**config.mk**
```make
export PLATFORM = sky130hd
export DESIGN_NAME = vpls_supervisor
export DESIGN_NICKNAME = d
export VERILOG_FILES = /design/src/rtl/vpls_pkg.sv /design/src/rtl/vpls_pos_conv.sv /design/src/rtl/vpls_supervisor.sv
export VERILOG_INCLUDE_DIRS = /design/src /design/src/rtl
export SDC_FILE = /design/constraint.sdc
export NUM_CORES = 1
export LEC_CHECK = 0
export BUFFER_PORTS_ARGS = -buffer_cell sky130_fd_sc_hd__buf_4
export CELL_PAD_IN_SITES_DETAIL_PLACEMENT = 0
export CELL_PAD_IN_SITES_GLOBAL_PLACEMENT = 2
export CORE_AREA = 2 2 251 376
export CTS_CLUSTER_DIAMETER = 100
export DETAILED_ROUTE_END_ITERATION = 7
export DIE_AREA = 0 0 253 378
export PLACE_DENSITY = 0.7
export RECOVER_POWER = 50
export SLEW_MARGIN = 20
export SYNTH_ARGS = -nofsm -noshare
export SYNTH_HDL_FRONTEND = slang
export SYNTH_HIERARCHICAL = 1
export SYNTH_SLANG_ARGS = --single-unit
```
**constraint.sdc**
```tcl
create_clock -name hclk -period 17.3 [get_ports hclk]
set_input_delay 3.46 -clock hclk [delete_from_list [all_inputs] [get_ports hclk]]
set_output_delay 3.46 -clock hclk [all_outputs]
set_load 0.02 [all_outputs]
```
**src/rtl/vpls_map.svh**
```systemverilog
// Register offsets, field positions, reset values and timing for the valve supervisor
`ifndef VPLS_MAP_SVH
`define VPLS_MAP_SVH

// Byte offsets, all on the AHB-Lite slave
`define VPLS_A_TARGET    8'h00
`define VPLS_A_MOT_TH    8'h04
`define VPLS_A_STB_TH    8'h08
`define VPLS_A_SEAT_TH   8'h0c
`define VPLS_A_BACK_TH   8'h10
`define VPLS_A_FLT_TH    8'h14
`define VPLS_A_PERSIST   8'h18
`define VPLS_A_CAL_FULL  8'h1c
`define VPLS_A_CAL_ZERO  8'h20
`define VPLS_A_FB_GAIN   8'h24
`define VPLS_A_FAST_GAIN 8'h28
`define VPLS_A_SOFT_GAIN 8'h2c
`define VPLS_A_STATUS    8'h30
`define VPLS_A_IRQ_STAT  8'h34
`define VPLS_A_IRQ_MASK  8'h38
`define VPLS_A_POSITION  8'h3c

// Reset values; positions and gains in hundredths
`define VPLS_RST_TARGET  16'h0000
`define VPLS_RST_MOT_TH  16'h0064
`define VPLS_RST_STB_TH  16'h0014
`define VPLS_RST_SEAT_TH 16'h0000
`define VPLS_RST_BACK_TH 16'h2710
`define VPLS_RST_FLT_TH  16'h03e8
`define VPLS_PERSIST_MS  16'h2710
`define VPLS_RST_CAL_FUL 16'h7530
`define VPLS_RST_CAL_ZER 16'h8ad0
`define VPLS_RST_FB_GAIN 16'h0800
`define VPLS_RST_FAST_G  16'h0398
`define VPLS_RST_SOFT_G  16'h008c
`define VPLS_FB_WORD_MAX 16'h0fff

// Full scale of the position in hundredths of a percent
`define VPLS_POS_SCALE   32'sh0000_2710

// Status bits
`define VPLS_ST_FAST     0
`define VPLS_ST_SEAT     1
`define VPLS_ST_BACK     2
`define VPLS_ST_CAND     3
`define VPLS_ST_FAULT    4
`define VPLS_ST_SHUTDN   5
`define VPLS_ST_FORCED   6

// Interrupt bits
`define VPLS_IRQ_FAULT   0
`define VPLS_IRQ_SEAT    1
`define VPLS_IRQ_BACK    2

// Timing: one millisecond at the 125 MHz clock
`define VPLS_CLK_MHZ     125
`define VPLS_MS_US       1000
`define VPLS_MS_CYCLES   (`VPLS_MS_US * `VPLS_CLK_MHZ)

`endif

```
**src/rtl/vpls_pkg.sv**
```systemverilog
// Types shared by the valve supervisor files
package vpls_pkg;
    typedef logic signed [15:0] vpls_pos_t;
    typedef enum logic [1:0] {
        VPLS_CV_IDLE = 2'b00,
        VPLS_CV_RUN  = 2'b01,
        VPLS_CV_DONE = 2'b10
    } vpls_cvt_e;
endpackage

```
**src/rtl/vpls_pos_conv.sv**
```systemverilog
// Converts an A/D feedback reading to position by calibration interpolation
`timescale 1ns/1ps
`include "vpls_map.svh"
module vpls_pos_conv (
    // Clock and reset
    input  wire logic          hclk,
    input  wire logic          hresetn,
    // Feedback sample
    input  wire logic signed [15:0] adc_data,
    input  wire logic          adc_valid,
    // Calibration
    input  wire logic signed [15:0] cal_zero,
    input  wire logic signed [15:0] cal_full,
    // Result
    output vpls_pkg::vpls_pos_t pos,
    output logic               pos_valid
);
    vpls_pkg::vpls_cvt_e st_r;
    logic [31:0] num_r;
    logic [16:0] den_r;
    logic [17:0] rem_r;
    logic [4:0]  cnt_r;
    logic        neg_r;

    ////////////////////////////////////////////////////////////
    // Numerator and span, pos = (adc-zero)*scale/(full-zero)
    wire signed [16:0] diff = 17'(adc_data) - 17'(cal_zero);
    wire signed [16:0] span = 17'(cal_full) - 17'(cal_zero);
    wire signed [31:0] prod = 32'(diff) * `VPLS_POS_SCALE;
    wire [31:0] prod_mag = prod[31] ? 32'(-prod) : prod;
    wire [16:0] span_mag = span[16] ? 17'(-span) : span;
    // Zero span cannot be divided; such samples are dropped
    wire go = (st_r == vpls_pkg::VPLS_CV_IDLE) && adc_valid && (span != 17'sh0);
    wire [17:0] rem_sh = {rem_r[16:0], num_r[31]};
    wire rem_ge = rem_sh >= {1'b0, den_r};
    wire [15:0] mag_sat = (|num_r[31:15]) ? 16'h7fff : num_r[15:0];

    always_ff @(posedge hclk or negedge hresetn) begin
        if (!hresetn) begin
            st_r      <= vpls_pkg::VPLS_CV_IDLE;
            num_r     <= 32'h0;
            den_r     <= 17'h0;
            rem_r     <= 18'h0;
            cnt_r     <= 5'h0;
            neg_r     <= 1'b0;
            pos       <= 16'sh0;
            pos_valid <= 1'b0;
        end else begin
            pos_valid <= 1'b0;
            unique case (st_r)
                vpls_pkg::VPLS_CV_IDLE: begin
                    if (go) begin
                        num_r <= prod_mag;
                        den_r <= span_mag;
                        rem_r <= 18'h0;
                        cnt_r <= 5'h0;
                        neg_r <= prod[31] ^ span[16];
                        st_r  <= vpls_pkg::VPLS_CV_RUN;
                    end
                end
                vpls_pkg::VPLS_CV_RUN: begin
                    num_r <= {num_r[30:0], rem_ge};
                    rem_r <= rem_ge ? 18'(rem_sh - {1'b0, den_r}) : rem_sh;
                    cnt_r <= 5'(cnt_r + 5'h1);
                    if (cnt_r == 5'h1f) begin
                        st_r <= vpls_pkg::VPLS_CV_DONE;
                    end
                end
                vpls_pkg::VPLS_CV_DONE: begin
                    pos       <= neg_r ? 16'(-mag_sat) : mag_sat;
                    pos_valid <= 1'b1;
                    st_r      <= vpls_pkg::VPLS_CV_IDLE;
                end
                default: st_r <= vpls_pkg::VPLS_CV_IDLE;
            endcase
        end
    end
endmodule

```
**src/rtl/vpls_supervisor.sv**
```systemverilog
// Valve position loop supervisor with AHB-Lite register slave
//
// Design decisions made here: the address map and register access over AHB-Lite.
`timescale 1ns/1ps
`include "vpls_map.svh"
// Summary of operation
// - Error above motion threshold selects fast tuning
// - Error below stable threshold selects soft tuning
// - Target at/below seat threshold drives seating
// - Target at/above backseat threshold drives backseating
// - Error above fault threshold flags a candidate
// - Report only after unbroken persistence time
// - Shutdown-forced target at zero position: no report
// - Hold writable full-scale calibration, default 30000
// - Hold writable zero calibration, default -30000
// - DAC gain equals 4096 over the word
// - DAC gain word accepted up to fff, larger words saturate; fast and soft gain words take the full 16 bits
// - Fast gain 9.20 moving, soft gain 1.40 stable
module vpls_supervisor #(
    parameter int unsigned CYC_PER_MS = `VPLS_MS_CYCLES,
    parameter logic [15:0] PERSIST_MS = `VPLS_PERSIST_MS
) (
    // Clock and reset
    input  wire logic        hclk,
    input  wire logic        hresetn,
    // AHB-Lite slave
    input  wire logic        hsel,
    input  wire logic [31:0] haddr,
    input  wire logic [1:0]  htrans,
    input  wire logic        hwrite,
    input  wire logic [2:0]  hsize,
    input  wire logic [31:0] hwdata,
    input  wire logic        hready,
    output logic [31:0]      hrdata,
    output logic             hreadyout,
    output logic             hresp,
    // Feedback A/D, same clock
    input  wire logic signed [15:0] adc_data,
    input  wire logic        adc_valid,
    // Plant pin
    input  wire logic        shutdown_in,
    // Loop control outputs
    output logic             pi_enable,
    output logic             seat_drive,
    output logic             backseat_drive,
    output logic             fast_mode,
    output logic [15:0]      loop_gain,
    output logic [11:0]      fb_gain_dac,
    // Upstream report and interrupt
    output logic             fault_report,
    output logic             irq
);
    localparam int NCFG = 12;
    localparam int MSW  = $clog2(CYC_PER_MS + 1);

    ////////////////////////////////////////////////////////////
    // Register reset values
    function automatic logic [15:0] cfg_rst(input logic [3:0] ix);
        case (ix)
            4'(`VPLS_A_MOT_TH >> 2):    cfg_rst = `VPLS_RST_MOT_TH;
            4'(`VPLS_A_STB_TH >> 2):    cfg_rst = `VPLS_RST_STB_TH;
            4'(`VPLS_A_SEAT_TH >> 2):   cfg_rst = `VPLS_RST_SEAT_TH;
            4'(`VPLS_A_BACK_TH >> 2):   cfg_rst = `VPLS_RST_BACK_TH;
            4'(`VPLS_A_FLT_TH >> 2):    cfg_rst = `VPLS_RST_FLT_TH;
            4'(`VPLS_A_PERSIST >> 2):   cfg_rst = PERSIST_MS;
            4'(`VPLS_A_CAL_FULL >> 2):  cfg_rst = `VPLS_RST_CAL_FUL;
            4'(`VPLS_A_CAL_ZERO >> 2):  cfg_rst = `VPLS_RST_CAL_ZER;
            4'(`VPLS_A_FB_GAIN >> 2):   cfg_rst = `VPLS_RST_FB_GAIN;
            4'(`VPLS_A_FAST_GAIN >> 2): cfg_rst = `VPLS_RST_FAST_G;
            4'(`VPLS_A_SOFT_GAIN >> 2): cfg_rst = `VPLS_RST_SOFT_G;
            default:                cfg_rst = `VPLS_RST_TARGET;
        endcase
    endfunction

    function automatic logic [3:0] ix_of(input logic [7:0] a);
        ix_of = a[5:2];
    endfunction

    ////////////////////////////////////////////////////////////
    // AHB-Lite address and data phase
    logic [15:0] cfg_r [NCFG];
    logic        dp_wr_r;
    logic [7:0]  dp_addr_r;
    logic [31:0] hrdata_r;
    logic [2:0]  irq_stat_r;
    logic [2:0]  irq_mask_r;

    wire ap      = hsel & hready & htrans[1];
    wire [3:0] wr_ix = ix_of(dp_addr_r);
    wire wr_map  = dp_wr_r && (dp_addr_r[7:6] == 2'b00);
    wire wr_cfg  = wr_map && (wr_ix < 4'hc);
    wire [15:0] wdat = hwdata[15:0];
    wire wr_fb   = wr_map && (wr_ix == ix_of(`VPLS_A_FB_GAIN));
    // Words past the DAC range saturate like the DAC itself
    wire [15:0] wdat_cfg = (wr_fb && wdat > `VPLS_FB_WORD_MAX) ? `VPLS_FB_WORD_MAX : wdat;
    wire wr_istat = wr_map && (wr_ix == ix_of(`VPLS_A_IRQ_STAT));
    wire wr_imask = wr_map && (wr_ix == ix_of(`VPLS_A_IRQ_MASK));

    assign hreadyout = 1'b1;
    assign hresp     = 1'b0;
    assign hrdata    = hrdata_r;

    always_ff @(posedge hclk or negedge hresetn) begin
        if (!hresetn) begin
            dp_wr_r   <= 1'b0;
            dp_addr_r <= 8'h00;
        end else begin
            dp_wr_r   <= ap & hwrite;
            dp_addr_r <= ap ? haddr[7:0] : dp_addr_r;
        end
    end

    for (genvar i = 0; i < NCFG; i++) begin : g_cfg
        always_ff @(posedge hclk or negedge hresetn) begin
            if (!hresetn) begin
                cfg_r[i] <= cfg_rst(4'(i));
            end else if (wr_cfg && wr_ix == 4'(i)) begin
                cfg_r[i] <= wdat_cfg;
            end
        end
    end

    ////////////////////////////////////////////////////////////
    // Named configuration fields
    wire signed [15:0] tgt_up   = cfg_r[ix_of(`VPLS_A_TARGET)];
    wire [16:0] th_mot          = {1'b0, cfg_r[ix_of(`VPLS_A_MOT_TH)]};
    wire [16:0] th_stb          = {1'b0, cfg_r[ix_of(`VPLS_A_STB_TH)]};
    wire signed [15:0] th_seat  = cfg_r[ix_of(`VPLS_A_SEAT_TH)];
    wire signed [15:0] th_back  = cfg_r[ix_of(`VPLS_A_BACK_TH)];
    wire [16:0] th_flt          = {1'b0, cfg_r[ix_of(`VPLS_A_FLT_TH)]};
    wire [15:0] persist_ms      = cfg_r[ix_of(`VPLS_A_PERSIST)];
    wire signed [15:0] cal_full = cfg_r[ix_of(`VPLS_A_CAL_FULL)];
    wire signed [15:0] cal_zero = cfg_r[ix_of(`VPLS_A_CAL_ZERO)];
    wire [15:0] fast_gain       = cfg_r[ix_of(`VPLS_A_FAST_GAIN)];
    wire [15:0] soft_gain       = cfg_r[ix_of(`VPLS_A_SOFT_GAIN)];

    ////////////////////////////////////////////////////////////
    // Shutdown pin synchroniser
    logic sd_s1_r;
    logic sd_s2_r;

    always_ff @(posedge hclk or negedge hresetn) begin
        if (!hresetn) begin
            sd_s1_r <= 1'b0;
            sd_s2_r <= 1'b0;
        end else begin
            sd_s1_r <= shutdown_in;
            sd_s2_r <= sd_s1_r;
        end
    end

    ////////////////////////////////////////////////////////////
    // Measured position
    vpls_pkg::vpls_pos_t pos_meas;

    vpls_pos_conv u_conv (
        .hclk      (hclk),
        .hresetn   (hresetn),
        .adc_data  (adc_data),
        .adc_valid (adc_valid),
        .cal_zero  (cal_zero),
        .cal_full  (cal_full),
        .pos       (pos_meas),
        .pos_valid ()
    );

    ////////////////////////////////////////////////////////////
    // Target and error
    // Shutdown forces the local target to zero
    wire signed [15:0] tgt_eff = sd_s2_r ? 16'sh0 : tgt_up;
    wire forced = sd_s2_r && (tgt_up != 16'sh0);
    wire signed [16:0] err = 17'(tgt_eff) - 17'(pos_meas);
    wire [16:0] abs_err = err[16] ? 17'(-err) : err;

    ////////////////////////////////////////////////////////////
    // Tuning selection with hysteresis
    logic fast_r;
    wire over_mot  = abs_err > th_mot;
    wire under_stb = abs_err < th_stb;
    wire fast_nxt  = over_mot ? 1'b1 :
                     under_stb ? 1'b0 :
                     fast_r;

    // Seating wins if both limits overlap
    wire seat_c = tgt_eff <= th_seat;
    wire back_c = !seat_c && (tgt_eff >= th_back);

    logic seat_r;
    logic back_r;
    logic pi_en_r;
    logic [15:0] gain_r;
    logic [11:0] dac_r;

    always_ff @(posedge hclk or negedge hresetn) begin
        if (!hresetn) begin
            fast_r  <= 1'b0;
            seat_r  <= 1'b0;
            back_r  <= 1'b0;
            pi_en_r <= 1'b0;
            gain_r  <= `VPLS_RST_SOFT_G;
            dac_r   <= 12'(`VPLS_RST_FB_GAIN);
        end else begin
            fast_r  <= fast_nxt;
            seat_r  <= seat_c;
            back_r  <= back_c;
            pi_en_r <= !seat_c && !back_c;
            gain_r  <= fast_nxt ? fast_gain : soft_gain;
            dac_r   <= cfg_r[ix_of(`VPLS_A_FB_GAIN)][11:0];
        end
    end

    assign fast_mode      = fast_r;
    assign seat_drive     = seat_r;
    assign backseat_drive = back_r;
    assign pi_enable      = pi_en_r;
    assign loop_gain      = gain_r;
    assign fb_gain_dac    = dac_r;

    ////////////////////////////////////////////////////////////
    // Contingency detection and persistence
    // Shutdown-forced zero target is not a fault once seated
    wire shut_ok = forced && (pos_meas <= 16'sh0);
    wire cand = (abs_err > th_flt) && !shut_ok;

    logic [MSW-1:0] ms_cnt_r;
    logic [15:0]    per_cnt_r;
    logic           fault_r;
    wire ms_tick = ms_cnt_r == MSW'(CYC_PER_MS - 1);
    wire fault_nxt = cand && (per_cnt_r >= persist_ms);

    always_ff @(posedge hclk or negedge hresetn) begin
        if (!hresetn) begin
            ms_cnt_r  <= '0;
            per_cnt_r <= 16'h0;
            fault_r   <= 1'b0;
        end else begin
            fault_r <= fault_nxt;
            if (!cand) begin
                ms_cnt_r  <= '0;
                per_cnt_r <= 16'h0;
            end else if (ms_tick) begin
                ms_cnt_r <= '0;
                if (per_cnt_r != 16'hffff) begin
                    per_cnt_r <= 16'(per_cnt_r + 16'h1);
                end
            end else begin
                ms_cnt_r <= MSW'(ms_cnt_r + 1'b1);
            end
        end
    end

    assign fault_report = fault_r;

    ////////////////////////////////////////////////////////////
    // Interrupts: rising events, write one to clear
    wire [2:0] irq_ev = {back_c & ~back_r, seat_c & ~seat_r, fault_nxt & ~fault_r};
    wire [2:0] irq_clr = wr_istat ? wdat[2:0] : 3'h0;

    always_ff @(posedge hclk or negedge hresetn) begin
        if (!hresetn) begin
            irq_stat_r <= 3'h0;
            irq_mask_r <= 3'h0;
        end else begin
            // New event beats a clear in the same cycle
            irq_stat_r <= irq_ev | (irq_stat_r & ~irq_clr);
            irq_mask_r <= wr_imask ? wdat[2:0] : irq_mask_r;
        end
    end

    assign irq = |(irq_stat_r & irq_mask_r);

    ////////////////////////////////////////////////////////////
    // Read data, registered in the address phase
    wire [3:0] rd_ix = ix_of(haddr[7:0]);
    wire [15:0] status = {9'h0, forced, sd_s2_r, fault_r, cand, back_r, seat_r, fast_r};
    // A configuration register write still in its data phase is forwarded
    wire fwd = wr_cfg && (wr_ix == rd_ix);
    wire [15:0] rd_cfg = fwd ? wdat_cfg : cfg_r[rd_ix];
    wire [15:0] rd_word =
        (rd_ix == ix_of(`VPLS_A_STATUS))   ? status :
        (rd_ix == ix_of(`VPLS_A_IRQ_STAT)) ? {13'h0, irq_stat_r} :
        (rd_ix == ix_of(`VPLS_A_IRQ_MASK)) ? {13'h0, irq_mask_r} :
        (rd_ix == ix_of(`VPLS_A_POSITION)) ? pos_meas :
        rd_cfg;
    wire rd_map = haddr[7:6] == 2'b00;

    always_ff @(posedge hclk or negedge hresetn) begin
        if (!hresetn) begin
            hrdata_r <= 32'h0;
        end else if (ap && !hwrite) begin
            hrdata_r <= rd_map ? {16'h0, rd_word} : 32'h0;
        end
    end

    ////////////////////////////////////////////////////////////
    // Checks
    a_fast_select: assert property (
        @(posedge hclk) disable iff (!hresetn)
        over_mot |=> fast_mode && loop_gain == $past(fast_gain)
    ) else $error("fast tuning not taken");

    a_soft_select: assert property (
        @(posedge hclk) disable iff (!hresetn)
        under_stb && !over_mot |=> !fast_mode
    ) else $error("soft tuning not taken");

    a_band_hold: assert property (
        @(posedge hclk) disable iff (!hresetn)
        !under_stb && !over_mot |=> fast_mode == $past(fast_mode)
    ) else $error("tuning changed inside band");

    a_seat_drive: assert property (
        @(posedge hclk) disable iff (!hresetn)
        (tgt_eff <= th_seat) |=> seat_drive && !pi_enable && !backseat_drive
    ) else $error("seating not in control");

    a_backseat_drive: assert property (
        @(posedge hclk) disable iff (!hresetn)
        (tgt_eff > th_seat) && (tgt_eff >= th_back) |=> backseat_drive && !pi_enable
    ) else $error("backseating not in control");

    a_fault_quiet: assert property (
        @(posedge hclk) disable iff (!hresetn)
        !cand |=> !fault_report ##1 (per_cnt_r <= 16'h1)
    ) else $error("fault without candidate");

    a_fault_persist: assert property (
        @(posedge hclk) disable iff (!hresetn)
        $rose(fault_report) |-> $past(cand) && $past(per_cnt_r) >= $past(persist_ms)
    ) else $error("fault before persistence time");

    a_shutdown_mask: assert property (
        @(posedge hclk) disable iff (!hresetn)
        sd_s2_r && tgt_up != 16'sh0 && pos_meas <= 16'sh0 |=> !fault_report
    ) else $error("fault while shut down at zero");

    a_gain_soft: assert property (
        @(posedge hclk) disable iff (!hresetn)
        !fast_mode |-> loop_gain == $past(soft_gain)
    ) else $error("soft gain not applied");

    a_dac_range: assert property (
        @(posedge hclk) disable iff (!hresetn)
        wr_fb && wdat > `VPLS_FB_WORD_MAX |=> ##1 fb_gain_dac == 12'hfff
    ) else $error("gain word not saturated");

    a_irq_level: assert property (
        @(posedge hclk) disable iff (!hresetn)
        irq_ev[`VPLS_IRQ_FAULT] && irq_mask_r[`VPLS_IRQ_FAULT] && !wr_imask |=> irq
    ) else $error("interrupt not raised");
endmodule

```
==> results of run 1 <==
## flip-flops by register name (all words and copies together) (netlist names), 17 cells and up
signal        cells
u_conv/den_r     17
u_conv/num_r     32
cfg_r            64
ms_cnt_r         17
u_conv/rem_r     17
## area by class of cell
cell class | instances | area (sq um)
Tap cell | 1181 | 1478
Multi-Input combinational cell | 2222 | 16250
Inverter | 277 | 1040
Clock buffer | 55 | 1234
Sequential cell | 379 | 9543
Timing Repair Buffer | 140 | 1001
Clock inverter | 23 | 255.2
Fill cell | 9815 | 61770
## path summary, 6_finish.rpt
check,startpoint,endpoint,slack [ps]
max,adc_data[1],u_conv/num_r[31],5740
min reg2reg,sd_s1_r,sd_s2_r,350
min,sd_s1_r,sd_s2_r,350
max reg2reg,sd_s2_r,loop_gain[10],7620
min in group asynchronous,hresetn,hrdata[5],5350
max in group asynchronous,hresetn,per_cnt_r[10],7540
## layer usage
| metal | up-vias | GRT usage |
|---|---|---|
| met5 | - | 0 |
| met4 | 0 | 0.07324 |
| met3 | 129 | 0.01787 |
| met2 | 363 | 0.3768 |
| met1 | 10874 | 0.2359 |
| li1 | 10654 | - |
## stage by stage
| step | utilization | hold WS, ps | cells | worst slack (ps) |
|---|---|---|---|---|
| 3_3_place_gp | 0.3173 | 333.4 | 4198 | 5098 |
| 2_1_floorplan | - | 331.2 | 3038 | 6899 |
| 4_1_cts | 0.3334 | 349.5 | 4276 | 5687 |
| 5_1_grt | 0.3327 | 354.0 | 4277 | 5219 |
| 3_5_place_dp | 0.3173 | 334.7 | 4198 | 5079 |
| 6_report | 0.3327 | 347.6 | 4277 | 5737 |
## worst max-delay path, delay by kind of cell
| family | cells | cell delay [ps] |
|---|---|---|
| buf+inv | 3 | 220 |
| xor+xnor | 1 | 820 |
| simple gates | 5 | 1190 |
| mux | 1 | 280 |
| compound gates | 12 | 3060 |
| fa+ha+maj | 7 | 3010 |
==> run summary, run 1 <==
The normalized max-slew margin is -3.406. The maximum number of pins on one net before global-route repair came out at between 100 and 150. The total congestion overflow after global routing is 0. The library cell used most frequently in the layout, excluding fill and tap cells, is sky130_fd_sc_hd__nand2_1. The clock tree synthesis step divided the H-tree into 2 levels. Buffers inserted to repair hold after CTS numbered 0.

The peak fanout along the critical path is 13. Yosys printed 6 warnings. The routed length per instance is about 22 um. STA classifies the critical path startpoint as an input port. In this run, the number of DRC markers left after iteration 0 of detailed routing was 1092. The via count of the first global-routing pass came out at 22.28k. The horizontal extent of the die came out at between 200 and 300 um. The half-perimeter wire length after detailed placement is between 70000 and 80000 um. The count of port buffers added during placement is 95.

The worst stage delay on the critical path came out at between 800 and 900 ps. The number of buffers added by the clock tree synthesis step is 45. The later pin in the worst-skew pair is clocked with a latency of around 600 ps.

In this run the remaining antenna-violating nets after routing total 0. In this run the cell area measured after placement is around 0.029 sq mm. In this run the deepest clock path goes through 3 buffers. The count of antenna diodes in the layout came out at 0. The total length of routed met3 wires is between 2000 and 2500 um. Leaving out fill and tap cells, the most frequent cells in the layout are sky130_fd_sc_hd__nand2_1 (372), sky130_fd_sc_hd__o21ai_0 (347), sky130_fd_sc_hd__dfrtp_1 (332). Dividing the final minimum period by the clock period gives 0.6684. The via total after detailed routing came out at between 20k and 25k. The number of remaining DRC errors came out at 0.

The required time at the endpoint of the critical path is roughly 18000 ps. The final cell area excluding filler cells is a little over 0.03 sq mm. The number of setup violations in the final report came out at 0. The number of gates resized after CTS was 0. The initial antenna violation count is 0. The top-level I/O count came out at between 150 and 200.

The detailed-routing wirelength on met1 is 38440 um. The data arrival time of the critical path came out at around 12000 ps. The cell area after synthesis is 0.02748 sq mm. The flow ran to the end, but the final reports show violations. Clock-pin slew was measured on the worst setup and hold paths at ~60 ps.

The class of the most critical hold timing path is reg -> reg. Routed signal wires occupy layers up through met4. The total negative slack came out at 0 ps. The relative area change from synthesis to final layout is 12.07%. By instance count, the cell type seen most on the critical path is sky130_fd_sc_hd__ha_1. The number of cells traversed by the worst hold path is 0.

The tool flagged a number of max-cap violations equal to 5. For this design, the slowest cell found on the critical path is sky130_fd_sc_hd__xor2_1. Clock tree synthesis selected as its root buffer the cell sky130_fd_sc_hd__clkbuf_16.

The pre-antenna-repair detailed-routing pass consisted of 5 iterations. The worst-margin pin slew came out at about 6600 ps. The die covers 0.09563 sq mm. The global-route wire length before repair came out at approximately 140000 um. The worst setup path is captured at a flip-flop. The number of failing hold endpoints at the final stage is 0. Synthesis handed over a netlist of between 3k and 4k instances. The worst setup path category is in -> reg.

Detailed routing placed a total of between 50000 and 60000 um of wire on met2. The wire length reported by the detailed router is ~95000 um. The worst clock skew on the final layout came out at between 20 and 30 ps. The clock tree from TritonCTS is built. The die extent in y came out at around 380 um. The checks that failed: max-capacitance violations, max-slew violations. The number of standard-cell rows in the floorplan is 137. The proportion of layout cells with a drive suffix above 1 is 0.1253. The number of post-CTS setup repair buffers came out at 0. The maximum clock rate is 86.48 MHz. The synthesized area per cell came out at around 9 sq um.

The via density per instance came out at a little over 5. The total core area is roughly 0.093 sq mm. Setup repair after global routing left no endpoint under its margin. The final weighted congestion of routability-driven global placement is just over 0.9. The total global-route track usage is 0.2010. The number of max-slew violations in the final report is 276. The final net count came out at around 3.5k. The initial standard-cell utilization of the core came out at 0.2969. For the worst flop-to-flop path, the logic depth is 25.

The minimum clock period after layout is between 10000 and 15000 ps. The number of sinks driven by the clock tree is around 380.
Power of run 1 is left out: the tool's default activity adds up to more than one toggle a clock period on the data nets, which glitch-free logic cannot reach.
==> inputs of run 2 (changes only) <==
- PLACE_DENSITY: 0.7 -> 0.73
- clock period: 17.3 -> 9.6 ns (I/O delays scaled with it)
==> run 2 against run 1 <==
  * The flow still finishes with violations (max-capacitance violations, max-slew violations)
  * Die area unchanged
  * Routed wire length shrank 2.8%
  * Clock skew down 0.54 ps
  * Utilization is 0.17 points higher
  * Critical path type unchanged
  * Highest routed layer unchanged
==> run summary, run 2 (synthesis gave the netlist of run 1 again) <==
The number of setup violations in the final report came out at 0. The buffer cell driving the clock tree root is sky130_fd_sc_hd__clkbuf_16. The final cell area excluding filler cells is roughly 0.031 sq mm.

The clock tree from TritonCTS is built. On the final layout, the worst hold slack is 355.7 ps. STA classifies the critical path startpoint as an input port. In this run the tightest slew margin relative to its limit is -3.380. The clock transition time at the flip-flop clock pins of the worst setup and hold paths came out at approximately 60 ps.

The total core area came out at slightly above 0.09 sq mm. Among all stages on the critical path, the largest delay is contributed by sky130_fd_sc_hd__fa_1. The nature of the critical path endpoint is a flip-flop. The initial standard-cell utilization of the core came out at 0.2969. The initial antenna violation count is 0. The largest registers in the layout are cfg_r (64), u_conv/num_r (32). The total global-route track usage came out at 0.1940. The half-perimeter wire length after detailed placement is about 72000 um.

The maximum number of pins on one net before global-route repair came out at between 100 and 150. The die extent in y came out at approximately 380 um. The clock insertion delay at the later pin of the skew report is roughly 600 ps. The required time at the endpoint of the critical path is between 10000 and 15000 ps. The number of failing hold endpoints at the final stage is 0. The wire length reported by the detailed router is a little over 90000 um. 0 antenna diodes ended up in the layout.

The routed length per instance is about 22 um. The number of max-slew violations in the final report came out at ~230. The flip-flop count of the largest register after layout came out at 64. The total negative slack came out at 0 ps. At the end of the flow, the number of nets in the layout was roughly 3.5k.

The run finished, with violations left. In this run the horizontal extent of the chip is roughly 250 um. The worst stage delay on the critical path came out at 550 ps. At the pin with the least slew margin, the transition time is around 6600 ps.

The number of standard-cell rows in the floorplan is around 140. The count of port buffers added during placement is 95. The number of nets still failing antenna checks after routing came out at 0.

The most numerous cell type found on the critical path is sky130_fd_sc_hd__ha_1. The DRC violation total after the first TritonRoute iteration came out at approximately 1.3k. Data on the critical path arrives at its endpoint at ~9300 ps. Setup repair after global routing left no endpoint under its margin. The number of buffers added by the clock tree synthesis step came out at 43.

The proportion of layout cells with a drive suffix above 1 is 0.1311. The count of placed standard cells in the final layout, fillers left out is 4294. The total congestion overflow after global routing is 0. The top-level I/O count came out at between 150 and 200.

The final reports fail on max-capacitance violations, max-slew violations. In the routed design, unresolved DRC markers number 0. Derived from the worst setup path, the maximum achievable clock frequency is 114.1 MHz. The minimum clock period after layout came out at 8764 ps. The peak fanout along the critical path is 3. The tightest min-delay check is of the reg -> reg type. The buffer and inverter count on the worst path is 4.

The tool flagged a number of max-cap violations equal to 4. Among cell families on the critical path, the largest total delay comes from adder cells. Once placement finished, the instance area stood at slightly below 0.03 sq mm. The first global-routing pass estimated 140400 um of wire. Once placement completed, the tool counted placed cells totaling 4215. The via density per instance is 5.141. The library cell used most frequently in the layout, excluding fill and tap cells, is sky130_fd_sc_hd__nand2_1. The post-route fraction of the period consumed by the critical path came out at 0.9130. The length of the first detailed-routing pass in iterations came out at 5. Clock tree synthesis found a total of ~380 sinks. The worst setup path is of the in -> reg kind. The final weighted congestion of routability-driven global placement is roughly 0.9. The via count of the first global-routing pass came out at approximately 22k. The maximum clock path buffer count came out at 3. The top cell types in the final layout, fill and taps aside, are sky130_fd_sc_hd__nand2_1 (370), sky130_fd_sc_hd__o21ai_0 (347), sky130_fd_sc_hd__dfrtp_1 (332). The total of cells resized after clock tree synthesis came out at 0. The die outline area is ~0.096 sq mm. The H-tree was split into 2 levels. The number of post-CTS setup repair buffers is 0. The via total after detailed routing is 22.07k. The relative area change from synthesis to final layout is 12.65%. Buffers inserted to repair hold after CTS numbered 0. The register bank with the most flops is cfg_r. The worst clock skew on the final layout came out at 26.34 ps.
==> run 2: layout make-up <==
type                       count  area (sq um)
clock inverter                19         315.3
inverter                     277          1040
fill                        9675         61610
sequential                   379          9543
tap                         1181          1478
multi-input combinational   2222         16250
clock buffer                  60          1190
timing repair buffer         156          1144
==> run 2: path summary, 6_finish.rpt <==
check                             from  cells past startpoint  slack [ps]                to
max reg2reg                cal_zero[1]                     30        1620  u_conv/num_r[31]
max                        adc_data[1]                     30         840  u_conv/num_r[31]
min                            sd_s1_r                      0         360           sd_s2_r
min reg2reg                    sd_s1_r                      0         360           sd_s2_r
max in group asynchronous      hresetn                      2        1850           sd_s2_r
min in group asynchronous      hresetn                      1        3760         tgt_up[2]
==> run 2: metrics by stage <==
step / util / worst slack [ps]
5_1_grt: 0.3344 / 253.4
2_1_floorplan: - / 738.8
3_3_place_gp: 0.3186 / 197.8
4_1_cts: 0.3349 / 753.3
3_5_place_dp: 0.3186 / 183.9
6_report: 0.3344 / 835.5
==> run 2: layer usage <==
| layer | share of wire | global-route usage | wire length [um] | vias up |
|---|---|---|---|---|
| li1 | - | - | - | 10691 |
| met1 | 0.41 | 0.2303 | 37730 | 10863 |
| met2 | 0.53 | 0.3628 | 49100 | 394 |
| met3 | 0.026 | 0.01677 | 2451 | 126 |
| met4 | 0.035 | 0.06699 | 3255 | 0 |
| met5 | 0 | 0 | 0 | - |
==> run 2: worst reg2reg max path, delay by kind of cell (launching register included) <==
kind / cells / cell delay [ps]
xor+xnor: 1 / 270
buf+inv: 4 / 440
mux: 1 / 260
compound gates: 12 / 2680
simple gates: 5 / 830
fa+ha+maj: 7 / 2900
flops: 1 / 510
Power of run 2 is left out for the same reason.
